File: src/ubd_pkg.sv
/*
 * Constants shared by the bulk DMA block: register indices, field positions,
 * reset values, packet and queue sizes, serial bit timing.
 * Assumes a 250 MHz mclk and a 1 ms start-of-frame pulse from the USB side.
 */
package ubd_pkg;
    // ------------------------------------------------------------------
    // Register indices (byte address is four times the index)
    // ------------------------------------------------------------------
    localparam int          UBD_AW        = 18;
    localparam logic [15:0] UBD_IDX_RDR   = 16'hffa0;
    localparam logic [15:0] UBD_IDX_TDR   = 16'hffa1;
    localparam logic [15:0] UBD_IDX_CTRL  = 16'hffe0;
    localparam logic [15:0] UBD_IDX_TMO   = 16'hffe1;
    localparam logic [15:0] UBD_IDX_IST   = 16'hffe2;
    localparam logic [15:0] UBD_IDX_IMASK = 16'hffe3;
    localparam logic [15:0] UBD_IDX_DESC  = 16'hffe4;
    // ------------------------------------------------------------------
    // Field positions
    // ------------------------------------------------------------------
    localparam int UBD_CTRL_EN    = 0;
    localparam int UBD_CTRL_CONT  = 1;
    localparam int UBD_CTRL_DIR   = 2;
    localparam int UBD_CTRL_DESC  = 3;
    localparam int UBD_TMO_OVERRUN_FLAG  = 0;
    localparam int UBD_TMO_TIMEOUT_FLAG   = 1;
    localparam int UBD_TMO_C      = 2;
    localparam int UBD_TMO_TEN    = 7;
    localparam int UBD_TMO_PARTIAL_PACKET_FLAG   = 8;
    localparam int UBD_EV_STOP    = 0;
    localparam int UBD_EV_PART    = 1;
    localparam int UBD_EV_LINE    = 2;
    // ------------------------------------------------------------------
    // Reset values and sizes
    // ------------------------------------------------------------------
    localparam logic [7:0] UBD_RST_BYTE  = 8'h00;
    localparam logic [6:0] UBD_PKT_BYTES = 7'h40;
    localparam int         UBD_RXQ_DEPTH = 32;
    // ------------------------------------------------------------------
    // Serial bit timing
    // ------------------------------------------------------------------
    localparam int UBD_CLK_HZ   = 250_000_000;
    localparam int UBD_BAUD_HZ  = 115_200;
    localparam int UBD_BIT_CLKS = UBD_CLK_HZ / UBD_BAUD_HZ;
endpackage

File: src/ubd_top.sv
/*
 * Bulk DMA between a double-buffered USB endpoint and a serial port:
 * buffer manager, DMA engine with time-out, 8N1 receiver with queue,
 * double-buffered transmitter, APB register slave, interrupt.
 * Assumes sofPulse and the usb* ports come from logic on mclk.
 */
// Our own choice: the APB slave port.
// What this block does
// - DMA starts moving data once the enable bit is one.
// - IN: after 64 bytes, record count and clear that buffer's NAK.
// - Manager sends ready buffer, toggles X/Y; DMA fills the other.
// - IN time-out with partial buffer: time-out set, overrun clear, interrupt.
// - IN time-out with both buffers full: stop, both flags set, interrupt.
// - Receiver error in IN direction with enable set stops DMA, time-out set, no DMA interrupt.
// - OUT: after 64 host bytes, manager records count and sets NAK.
// - DMA empties ready OUT buffers into transmitter, alternating X/Y.
// - Short host packet: send it, clear time-out, set partial, interrupt.
// - OUT time-out with both buffers empty: stop, time-out set, interrupt.
// - Receiver turns serial bits into bytes in a 32-entry queue.
// - Receive register pops one byte per read; reads zero when empty.
// - Transmit register is double buffered ahead of the shifter.
// - Firmware and DMA may both use receive and transmit registers.
// - Time-out counter reloads per byte, counts down per frame pulse.
// - Overrun and time-out flags clear on a written one; hardware also clears overrun, short packets clear time-out.
`timescale 1ns/1ps
module ubd_top
    import ubd_pkg::*;
#(
    parameter int BIT_CLKS = UBD_BIT_CLKS
)(
    input  wire logic              mclk,
    input  wire logic              resetn,
    input  wire logic              psel,
    input  wire logic              penable,
    input  wire logic              pwrite,
    input  wire logic [UBD_AW-1:0] paddr,
    input  wire logic [31:0]       pwdata,
    output logic      [31:0]       prdata,
    output logic                   pready,
    output logic                   pslverr,
    input  wire logic              sofPulse,
    input  wire logic              serialInputLine,
    output logic                   serialOutputLine,
    output logic      [7:0]        usbInData,
    output logic                   usbInValid,
    output logic                   usbInLast,
    input  wire logic              usbInTake,
    input  wire logic [7:0]        usbOutData,
    input  wire logic              usbOutWrite,
    input  wire logic              usbOutEnd,
    output logic                   usbOutReady,
    output logic                   irq
);
    if (BIT_CLKS < 4 || BIT_CLKS > 65535) begin : gBadBits
        $error("BIT_CLKS out of range");
    end

    localparam logic [15:0] BITC  = 16'(BIT_CLKS - 1);
    localparam logic [15:0] HALFC = 16'(BIT_CLKS / 2);
    localparam logic [5:0]  QFULL = 6'(UBD_RXQ_DEPTH);

    // ------------------------------------------------------------------
    // State
    // ------------------------------------------------------------------
    typedef struct packed {
        logic             en, cont, dirOut, timeout_counter_enable, overrun_flag, timeout_flag, partial_packet_flag, cur, bsel, started;
        logic             rxBusy, txFull, txBusy, serOut, pready, pslverr, irq;
        logic             inValid, inLast, outReady;
        logic [2:0]       desc, ist, imask;
        logic [4:0]       tmo, tmr;
        logic [1:0]       nak, rxSync;
        logic [1:0][6:0]  cnt;
        logic [6:0]       dptr, bptr;
        logic [15:0]      rxDiv, txDiv;
        logic [3:0]       rxBit, txBit;
        logic [7:0]       rxSh, txHold, inData;
        logic [5:0]       wp, rp;
        logic [9:0]       txSh;
        logic [31:0]      prdata;
    } ubd_st_type;

    ubd_st_type s_r, s_nxt;
    logic [7:0] pktRam [0:127];
    logic [7:0] rxMem  [0:UBD_RXQ_DEPTH-1];
    logic       ramWe, push;
    logic [6:0] ramA;
    logic [7:0] ramD;

    // ------------------------------------------------------------------
    // Next state
    // ------------------------------------------------------------------
    always_comb begin
        logic       setup, acc, wr, rd, map;
        logic [15:0] idx;
        logic [5:0] lvl;
        logic       qEmpty, fwPop, fwTx, run, moved, expire;
        logic [2:0] ev;
        logic       setTo, setOv, clrOv, clrTo, setPp;
        logic [7:0] head;
        s_nxt  = s_r;
        setup  = psel & ~penable;
        acc    = psel & penable & s_r.pready;
        wr     = acc & pwrite;
        rd     = acc & ~pwrite;
        idx    = paddr[17:2];
        map    = idx inside {UBD_IDX_RDR, UBD_IDX_TDR, UBD_IDX_CTRL, UBD_IDX_TMO, UBD_IDX_IST,
                             UBD_IDX_IMASK, UBD_IDX_DESC};
        lvl    = s_r.wp - s_r.rp;
        qEmpty = (lvl == 6'd0);
        head   = qEmpty ? UBD_RST_BYTE : rxMem[s_r.rp[4:0]];
        fwPop  = rd & (idx == UBD_IDX_RDR) & ~qEmpty;
        fwTx   = wr & (idx == UBD_IDX_TDR) & ~s_r.txFull;
        run    = s_r.en & ~s_r.timeout_flag;
        moved  = 1'b0;
        expire = 1'b0;
        ev     = 3'b000;
        setTo  = 1'b0;
        setOv  = 1'b0;
        clrOv  = 1'b0;
        clrTo  = 1'b0;
        setPp  = 1'b0;
        push   = 1'b0;
        ramWe  = 1'b0;
        ramA   = 7'd0;
        ramD   = pwdata[7:0];

        // APB answer, one access cycle
        s_nxt.pready  = setup;
        s_nxt.pslverr = setup & ~map;
        if (setup) begin
            case (idx)
                UBD_IDX_RDR:   s_nxt.prdata = {24'd0, head};
                UBD_IDX_CTRL:  s_nxt.prdata = {26'd0, s_r.desc, s_r.dirOut, s_r.cont, s_r.en};
                UBD_IDX_TMO:   s_nxt.prdata = {23'd0, s_r.partial_packet_flag, s_r.timeout_counter_enable, s_r.tmo, s_r.timeout_flag,
                                               s_r.overrun_flag};
                UBD_IDX_IST:   s_nxt.prdata = {29'd0, s_r.ist};
                UBD_IDX_IMASK: s_nxt.prdata = {29'd0, s_r.imask};
                UBD_IDX_DESC:  s_nxt.prdata = {8'd0, lvl, s_r.nak, 1'b0, s_r.cnt[1], 1'b0,
                                               s_r.cnt[0]};
                default:       s_nxt.prdata = 32'h0000_0000;
            endcase
        end

        // Receiver, two-flop synchroniser then 8N1 sampler
        s_nxt.rxSync = {s_r.rxSync[0], serialInputLine};
        if (!s_r.rxBusy) begin
            if (!s_r.rxSync[1]) begin
                s_nxt.rxBusy = 1'b1;
                s_nxt.rxDiv  = HALFC;
                s_nxt.rxBit  = 4'd0;
            end
        end else if (s_r.rxDiv != 16'd0) begin
            s_nxt.rxDiv = s_r.rxDiv - 16'd1;
        end else begin
            s_nxt.rxDiv = BITC;
            s_nxt.rxBit = s_r.rxBit + 4'd1;
            if (s_r.rxBit == 4'd0) begin
                s_nxt.rxBusy = ~s_r.rxSync[1];
            end else if (s_r.rxBit != 4'd9) begin
                s_nxt.rxSh = {s_r.rxSync[1], s_r.rxSh[7:1]};
            end else begin
                s_nxt.rxBusy = 1'b0;
                if (s_r.rxSync[1]) begin
                    push = (lvl != QFULL);
                end else begin
                    ev[UBD_EV_LINE] = 1'b1;
                    if (s_r.en && !s_r.dirOut) begin
                        setTo = 1'b1;
                        clrOv = 1'b1;
                    end
                end
            end
        end

        // Transmitter: holding register feeds the shifter
        if (!s_r.txBusy) begin
            if (s_r.txFull) begin
                s_nxt.txSh   = {1'b1, s_r.txHold, 1'b0};
                s_nxt.serOut = 1'b0;
                s_nxt.txBusy = 1'b1;
                s_nxt.txFull = 1'b0;
                s_nxt.txBit  = 4'd0;
                s_nxt.txDiv  = BITC;
            end
        end else if (s_r.txDiv != 16'd0) begin
            s_nxt.txDiv = s_r.txDiv - 16'd1;
        end else if (s_r.txBit == 4'd9) begin
            s_nxt.txBusy = 1'b0;
        end else begin
            s_nxt.txSh   = {1'b1, s_r.txSh[9:1]};
            s_nxt.serOut = s_r.txSh[1];
            s_nxt.txBit  = s_r.txBit + 4'd1;
            s_nxt.txDiv  = BITC;
        end
        if (fwTx) begin
            s_nxt.txHold = pwdata[7:0];
            s_nxt.txFull = 1'b1;
        end

        // DMA engine
        if (run && !s_r.dirOut) begin
            if (s_r.nak[s_r.cur] && !qEmpty && !fwPop
                && !(psel && idx == UBD_IDX_RDR)) begin
                moved = 1'b1;
                ramWe = 1'b1;
                ramA  = {s_r.cur, s_r.dptr[5:0]};
                ramD  = head;
                s_nxt.dptr = s_r.dptr + 7'd1;
                if (s_r.dptr == UBD_PKT_BYTES - 7'd1) begin
                    s_nxt.cnt[s_r.cur] = UBD_PKT_BYTES;
                    s_nxt.nak[s_r.cur] = 1'b0;
                    s_nxt.cur  = ~s_r.cur;
                    s_nxt.dptr = 7'd0;
                end
            end
        end else if (run && s_r.nak[s_r.cur] && !s_r.txFull && !fwTx) begin
            moved = 1'b1;
            s_nxt.txHold = pktRam[{s_r.cur, s_r.dptr[5:0]}];
            s_nxt.txFull = 1'b1;
            s_nxt.dptr   = s_r.dptr + 7'd1;
            if (s_r.dptr + 7'd1 >= s_r.cnt[s_r.cur]) begin
                s_nxt.nak[s_r.cur] = 1'b0;
                s_nxt.cur  = ~s_r.cur;
                s_nxt.dptr = 7'd0;
                if (s_r.cnt[s_r.cur] < UBD_PKT_BYTES) begin
                    clrTo = 1'b1;
                    setPp = 1'b1;
                    ev[UBD_EV_PART] = 1'b1;
                end
            end
        end
        if (fwPop || (moved && !s_r.dirOut))
            s_nxt.rp = s_r.rp + 6'd1;
        s_nxt.wp = s_r.wp + 6'(push);

        // Transaction timer
        if (moved) begin
            s_nxt.tmr     = s_r.tmo;
            s_nxt.started = 1'b1;
        end else if (sofPulse && run && s_r.timeout_counter_enable && s_r.started) begin
            if (s_r.tmr <= 5'd1)
                expire = 1'b1;
            else
                s_nxt.tmr = s_r.tmr - 5'd1;
        end
        if (expire) begin
            s_nxt.started = 1'b0;
            setTo = 1'b1;
            ev[UBD_EV_STOP] = 1'b1;
            if (s_r.dirOut) begin
                clrOv = 1'b1;
            end else if (s_r.nak[s_r.cur] && s_r.dptr != 7'd0) begin
                clrOv = 1'b1;
                s_nxt.cnt[s_r.cur] = s_r.dptr;
                s_nxt.nak[s_r.cur] = 1'b0;
                s_nxt.cur  = ~s_r.cur;
                s_nxt.dptr = 7'd0;
            end else if (s_r.nak == 2'b00) begin
                setOv = 1'b1;
            end else begin
                clrOv = 1'b1;
            end
        end

        // Buffer manager, USB side
        s_nxt.inValid = 1'b0;
        if (!s_r.dirOut) begin
            if (s_r.inValid && usbInTake) begin
                s_nxt.bptr = s_r.bptr + 7'd1;
                if (s_r.inLast) begin
                    s_nxt.nak[s_r.bsel] = 1'b1;
                    s_nxt.bsel = ~s_r.bsel;
                    s_nxt.bptr = 7'd0;
                end
            end else begin
                s_nxt.inValid = s_r.en && !s_r.nak[s_r.bsel]
                                && s_r.cnt[s_r.bsel] != 7'd0;
            end
            s_nxt.inData = pktRam[{s_r.bsel, s_r.bptr[5:0]}];
            s_nxt.inLast = s_nxt.inValid && (s_r.bptr + 7'd1 == s_r.cnt[s_r.bsel]);
        end else if (usbOutWrite && s_r.outReady) begin
            ramWe = 1'b1;
            ramA  = {s_r.bsel, s_r.bptr[5:0]};
            ramD  = usbOutData;
            s_nxt.bptr = s_r.bptr + 7'd1;
            if (usbOutEnd || s_r.bptr == UBD_PKT_BYTES - 7'd1) begin
                s_nxt.cnt[s_r.bsel] = s_r.bptr + 7'd1;
                s_nxt.nak[s_r.bsel] = 1'b1;
                s_nxt.bsel = ~s_r.bsel;
                s_nxt.bptr = 7'd0;
            end
        end
        s_nxt.outReady = s_r.dirOut && s_r.en && !s_nxt.nak[s_nxt.bsel];

        // Register writes; hardware sets win over software clears
        if (wr && idx == UBD_IDX_CTRL) begin
            s_nxt.en     = pwdata[UBD_CTRL_EN];
            s_nxt.cont   = pwdata[UBD_CTRL_CONT];
            s_nxt.desc   = pwdata[UBD_CTRL_DESC +: 3];
            if (pwdata[UBD_CTRL_DIR] != s_r.dirOut || !s_r.en) begin
                s_nxt.dirOut  = pwdata[UBD_CTRL_DIR];
                s_nxt.nak     = pwdata[UBD_CTRL_DIR] ? 2'b00 : 2'b11;
                s_nxt.cnt     = '0;
                s_nxt.cur     = 1'b0;
                s_nxt.bsel    = 1'b0;
                s_nxt.dptr    = 7'd0;
                s_nxt.bptr    = 7'd0;
                s_nxt.started = 1'b0;
                {s_nxt.inValid, s_nxt.inLast} = 2'b00;
                s_nxt.outReady = 1'b0;
            end
        end
        if (wr && idx == UBD_IDX_TMO) begin
            s_nxt.tmo = pwdata[UBD_TMO_C +: 5];
            s_nxt.timeout_counter_enable = pwdata[UBD_TMO_TEN];
        end
        if (wr && idx == UBD_IDX_IMASK)
            s_nxt.imask = pwdata[2:0];
        s_nxt.overrun_flag = setOv | (s_r.overrun_flag & ~clrOv
                      & ~(wr && idx == UBD_IDX_TMO && pwdata[UBD_TMO_OVERRUN_FLAG]));
        s_nxt.timeout_flag  = setTo | (s_r.timeout_flag & ~clrTo
                      & ~(wr && idx == UBD_IDX_TMO && pwdata[UBD_TMO_TIMEOUT_FLAG]));
        s_nxt.partial_packet_flag  = setPp | (s_r.partial_packet_flag
                      & ~(wr && idx == UBD_IDX_TMO && pwdata[UBD_TMO_PARTIAL_PACKET_FLAG]));
        s_nxt.ist   = ev | (s_r.ist & ~((wr && idx == UBD_IDX_IST) ? pwdata[2:0] : 3'b000));
        s_nxt.irq   = |(s_nxt.ist & s_nxt.imask);
    end

    // ------------------------------------------------------------------
    // Registers and memories
    // ------------------------------------------------------------------
    always_ff @(posedge mclk or negedge resetn) begin
        if (!resetn) begin
            s_r        <= '0;
            s_r.nak    <= 2'b11;
            s_r.rxSync <= 2'b11;
            s_r.serOut <= 1'b1;
        end else begin
            s_r <= s_nxt;
        end
    end

    always_ff @(posedge mclk) begin
        if (ramWe)
            pktRam[ramA] <= ramD;
        if (push)
            rxMem[s_r.wp[4:0]] <= s_r.rxSh;
    end

    assign prdata           = s_r.prdata;
    assign pready           = s_r.pready;
    assign pslverr          = s_r.pslverr;
    assign serialOutputLine = s_r.serOut;
    assign usbInData        = s_r.inData;
    assign usbInValid       = s_r.inValid;
    assign usbInLast        = s_r.inLast;
    assign usbOutReady      = s_r.outReady;
    assign irq              = s_r.irq;
endmodule // ubd_top

File: config.mk
export PLATFORM = sky130hd
export DESIGN_NAME = ubd_top
export DESIGN_NICKNAME = d
export VERILOG_FILES = /design/src/ubd_pkg.sv /design/src/ubd_top.sv
export SDC_FILE = /design/constraint.sdc
export NUM_CORES = 2
export LEC_CHECK = 0
export BUFFER_PORTS_ARGS = -buffer_cell sky130_fd_sc_hd__buf_2
export CAP_MARGIN = 40
export CORE_UTILIZATION = 59
export CTS_BUF_LIST = sky130_fd_sc_hd__clkbuf_4
export DETAILED_ROUTE_END_ITERATION = 12
export PLACE_DENSITY = 0.78
export SLEW_MARGIN = 20
export SYNTH_ARGS = -nofsm -noshare
export SYNTH_HDL_FRONTEND = slang
export SYNTH_SLANG_ARGS = --single-unit
File: constraint.sdc
create_clock -name mclk -period 9.1 [get_ports mclk]
set_clock_uncertainty 0.05 [all_clocks]
set_input_delay 0.91 -clock mclk [delete_from_list [all_inputs] [get_ports mclk]]
set_output_delay 0.91 -clock mclk [all_outputs]
set_load 0.01 [all_outputs]
* Word level (Yosys, flattened, before mapping) *
Memories as Yosys holds them, arrays and structs flattened. A register that Yosys moved wholly into a read port is not among the register bits.
Index checks and enable logic that the tools add are counted.

word-level totals
  memories kept = 2
  word-level logic and storage cells = 357
  bits in registers = 181
  bits of input ports = 68
  output and inout bits = 47
  RAM bits = 1,280

memories
  memory  words  bits a word  rd ports  clocked after Yosys merged registers in  write ports  line           text
  pktRam  128    8            2         1                                        1            ubd_top.sv:83  logic [7:0] pktRam [0:127];
  rxMem   32     8            1         0                                        1            ubd_top.sv:84  logic [7:0] rxMem [0:UBD_RXQ_DEPTH-1];

operators by class
  add/subtract/negate cells = 10
  eq/ne operators = 20
  reductions and logical operators = 61
  bitwise gates (word level) = 46
  multiplexer cells = 169
  magnitude comparators = 8

operators by type and width
  kind                   count
  $pmux 24 s6            1
  $mux 7                 18
  $eq 16x16->1 const B   7
  $mux 16                7
  $mux 21                5
  $mux 1                 78
  $mux 8                 8
  $mux 14                4
  $mux 28                2
  $mux 10                4
  $mux 2                 20
  $reduce_bool 16->1     2
  $sub 16x1->16 const B  2
  $logic_and 1x1->1      30
  $bwmux 14              2
  $mux 4                 7
  $reduce_bool 7->1      3
  $and 1x1->1            16
  $not 1->1              16
  $mux 3                 5
  $mux 5                 3
  $add 7x1->7 const B    2
  $demux 7 s1            2
  $eq 7x6->1 const B     2
  39 further kinds       68

* Longest topological paths before layout *
  depth after elaboration = 24
  depth in mapped cells = 15
  depth with buffers taken out = 11

* Worst setup path after synthesis *
Ideal clock, no wire load.

  kind = register to register
  start point = reg s_r[43] (netlist name)
  end point = mem pktRam[0][6] (data pin)
  data required time = 7.853 ns
  path buffers = 6
  library setup time = 1.197 ns
  period minus slack after synthesis = 9.176 ns
  path slack = -0.076 ns
  stages on the path, launching flop included = 16
  arrival = 7.929 ns
  cells stage by stage = dfrtp_1 > buf_1 > clkbuf_1 > buf_2 > inv_1 > ha_1 > nand2b_1 > a21oi_1 > xnor2_1 > and4_1 > buf_6 > buf_2 > nor2_1 > buf_2 > o21ai_0 > o21ai_0

between the ends
  cells in the longest elaborated chain, start to end = 11
  elaborated cells on any way between the ends = 15
  those cells by class = 1 x add/sub; 5 x mux; 2 x bitwise; 6 x reduce/logical; 1 x memory

RTL lines
  item                    line            text
  from (decl)             ubd_top.sv:82   ubd_st_type s_r, s_nxt;
  from (signal assigned)  ubd_top.sv:339  s_r <= s_nxt;
  $sub 6x6->6             ubd_top.sv:108  lvl = s_r.wp - s_r.rp;
  $logic_not 6->1         ubd_top.sv:109  qEmpty = (lvl == 6'd0);
  $not 1->1               ubd_top.sv:111  fwPop = rd & (idx == UBD_IDX_RDR) & ~qEmpty;
  $and 1x1->1             ubd_top.sv:111
  $logic_not 1->1         ubd_top.sv:202  if (s_r.nak[s_r.cur] && !qEmpty && !fwPop
  $logic_and 1x1->1       ubd_top.sv:202
  $logic_and 1x1->1       ubd_top.sv:203  && !(psel && idx == UBD_IDX_RDR)) begin
  $mux 8 *                ubd_top.sv:202
  $mux 8 *                ubd_top.sv:201  if (run && !s_r.dirOut) begin
  $mux 8                  ubd_top.sv:281  end else if (usbOutWrite && s_r.outReady) begin
  $mux 8 *                ubd_top.sv:267  if (!s_r.dirOut) begin
  named net ramD[6]       ubd_top.sv:87   logic [7:0] ramD;
  to (decl)               ubd_top.sv:83

The timed path passes the listed nets; every way through them passes the cells marked *.

* Worst setup path after layout *
  start point = reg s_r[42] (netlist name)
  end point = mem pktRam[67][2] (data pin)

Same word-level chain as after synthesis.

==> results_dict.tcl <==
set metrics [dict create \
    outcome "complete, but fails checks" \
    violations "DRC" \
    cts_root_buffer "clkbuf_4" \
    worst_setup_path_end_kind "register" \
    crit_chain "ha_1 -> fa_1 -> xor2_1 -> nand4b_1 -> mux2i_1 -> and4_1 -> buf_4 -> nor2_1 -> a21oi_4 -> buf_4 -> buf_4" \
    die-area_um2 117000 \
    start_util_pct 59.5 \
    totalPowerFinal_uw 12800 \
    crit_slowest_cell "dfrtp_4" \
    place.gp.congestion 0.940 \
    maxSlewViolCount 0 \
    required_ns 9.89 \
    drt_wl_total_mm 184 \
    yosysUniqueCellTypes 96 \
    path_delay_family "buffers and inverters" \
    yosysTopAreaCellShare_pct 56.4 \
    seqCellArea_um2 42900 \
    fillers 7617 \
    dp_cells 5443 \
    drt_iter0_drc 6246 \
    yosys-top-cells-area "edfxtp_1 (56%), mux4_2 (18%), dfrtp_1 (6.4%), mux2i_1 (2.2%), nor2_1 (1.4%)" \
    core_um2 115000 \
    relSlewSlack_pct 31.5 \
    numCtsBuffers 369 \
    fin_crit_ns 5.35 \
    start_kind "register" \
    io_pins 115 \
    p_leak_uw 0.0235 \
    syn_to_final_growth_pct 10.5 \
    use_met1_pct 41.3 \
    grt_usage_pct 31.6 \
    multi_input_area_um2 23600 \
    routed_via_density 7.01 \
    fin_crit_sh_pct 58.7 \
    grt.overflow.total 0 \
    firstDrtPassIters 11 \
    clk_pin_slew_ns 0.07 \
    antenna_found_initial 7 \
    use_met3_pct 9.12 \
    first_global_vias 42900 \
    ant_nets 0 \
    fin_nets 4449 \
    powerDensity_nw_per_um2 170 \
    post_cts_buffers 0 \
    path_buf_inv 3 \
    htree_levels 5 \
    grtUsageMet2_pct 48.8 \
    critPathMaxStageDelay_ns 0.73 \
    io_buffers 80 \
    hold_viol_final 0 \
    grt_start_max_net_pins 126 \
    clock_latency_ns 1.26 \
    synth_cells 4015 \
    seq_area_frac_synth_pct 63.0 \
    path_class "register to register" \
    cts.sinks 1459 \
    hold_class "input pin to register" \
    fin_ws_ns 3.75 \
    rsz0062_at_grt "false" \
    die_y_um 342 \
    synth_edf_count 1280 \
    synth_top_area_cell "edfxtp_1" \
    drive_gt1_share_pct 32.6 \
    clock.fmax_mhz 187 \
    worst_slew_pin_slew_ns 1.02 \
    cap_violations 0 \
    dp_hpwl_mm 117 \
    grt_pass1_wl_mm 270 \
    die_x_um 342 \
    cts_resized 0 \
    path_common_cell "buf_4" \
    route.vias.total 43000 \
    vdd_drop_max_mv 0.130 \
    ys.flop_type "edfxtp_1" \
    row_count 124 \
    arrival_ns 6.14 \
    instances_no_fill 6132 \
    finalSetupViolCount 0 \
    postSynth.asyncResetShare_pct 12.3 \
    path_max_fanout 68 \
    top_usage_layer "met2" \
    setup_tns_ns 0 \
    ys_seq_elements 1459 \
    yosys_warnings 0 \
    dp_slack_ns 3.89 \
    cts_buffer_depth 4 \
    post_drt_wl_per_cell_um 30.0 \
    syn_area_um2 68100 \
    avgSynthCellArea_um2 17.0 \
    drc 4 \
    cts_tree "done" \
]
==> cell usage after synthesis, drive strengths merged (23+ instances only) <==
cell and n:
edfxtp 1280, mux4 559, nor2 256, nand2 219, buf 188, dfrtp 174
mux2i 153, clkbuf 133, a21oi 110, o21ai 109, a22oi 57, o221ai 54
mux2 50, o22ai 46, nor3 45, nand3 44, a211oi 39, a221oi 37
inv 33, a22o 30, xnor2 30, ha 27, o31ai 27, nor2b 25
o211ai 23
==> layout make-up <==
cell class                 count  share of cell area [%]
sequential                  1459                    57.0
multi-input combinational   2206                    31.3
clock buffer                 520                    5.18
timing repair buffer         280                    2.99
tap                         1512                    2.51
clock inverter               113                   0.753
inverter                      37                   0.186
antenna                        5                  0.0166
==> routing by layer <==
metal / wire length, um / share of wire (%)
met5: 76 / 0.041
met4: 9630 / 5.2
met3: 24300 / 13
met2: 86400 / 47
met1: 63900 / 35
==> metrics by stage <==
step,instance area (um2),hold slack [ns],utilization [%]
final,75300,0.139,65.8
after global routing,75300,0.0887,65.8
after CTS,75000,0.0363,65.5
after detailed placement,70400,0.307,61.5
after global placement,69600,0.296,60.8
after floorplan,68200,0.295,-
==> cell families (layout without fill, tap and decap cells) <==
kind of cell | after synthesis | in the layout | share of synthesized area [%]
DFF | 1459 | 1459 | 63.0
and+or+nand+nor | 714 | 714 | 4.91
other | 1 | 14 | 0.00550
buffers and inverters | 358 | 950 | 2.61
xor gates and xnor gates | 43 | 43 | 0.553
muxes | 762 | 762 | 21.5
adders and majority gates | 28 | 28 | 0.525
AOI/OAI and AO/OA | 650 | 650 | 6.87
==> sequential cells by signal, indices dropped and copies added, names as in the netlist, 8 cells and up <==
signal and flops:
pktRam 1024, usbInData 8, prdata 23, s_r 140, rxMem 256
==> path summary, 6_finish.rpt <==
kind / end / depth (start not counted) / startpoint / slack, ns
worst max-delay path: pktRam[67][2]$_DFFE_PP_ / 11 / s_r[42]$_DFFE_PN0P_ / 3.75
worst min-delay path: s_r[124]$_DFF_PN0_ / 4 / usbOutEnd / 0.14
worst max register to register: pktRam[67][2]$_DFFE_PP_ / 11 / s_r[42]$_DFFE_PN0P_ / 3.75
worst min register to register: s_r[147]$_DFF_PN1_ / 0 / s_nxt[147]$_DFF_PN1_ / 0.31
max in group asynchronous: s_r[66]$_DFF_PN0_ / 4 / resetn / 8.15
min in group asynchronous: s_r[88]$_DFFE_PN0P_ / 3 / resetn / 0.18
==> power breakdown <==
group / internal, uW / leakage, uW / total [uW] / switching, uW
registers: 7260 / 0.0133 / 7260 / 2.41
clock network: 2740 / 0.00266 / 5370 / 2630
logic: 31.2 / 0.00746 / 156 / 125
==> placed cells by master (no fill, tap or decap), types with 37 or more instances in the layout <==
cell type  instances
edfxtp_1        1280
mux4_2           559
clkbuf_4         522
nor2_1           250
nand2_1          219
dfrtp_1          163
mux2i_1          153
buf_4            149
a21oi_1          105
o21ai_0           95
clkinv_1          91
buf_2             84
a22oi_1           57
o221ai_1          54
mux2_2            50
o22ai_1           45
nand3_1           44
nor3_1            41
a211oi_1          39
a221oi_1          37
==> worst reg2reg max path, delay by kind of cell, from the launching register on <==
family | cells | cell delay [ns]
AND/OR/NAND/NOR | 3 | 0.56
adder cells (fa/ha/maj) | 2 | 0.75
AO/OA/AOI/OAI | 1 | 0.61
multiplexers | 1 | 0.30
flip-flops | 1 | 0.73
XOR/XNOR | 1 | 0.33
buffers and inverters | 3 | 1.60
==> timing repair <==
item / in CTS / in global routing
setup endpoints to repair: 0 / 0
hold buffers: 12 / 0
hold endpoints to repair: 149 / 0
No activity file was read; power rests on OpenSTA's default activity.
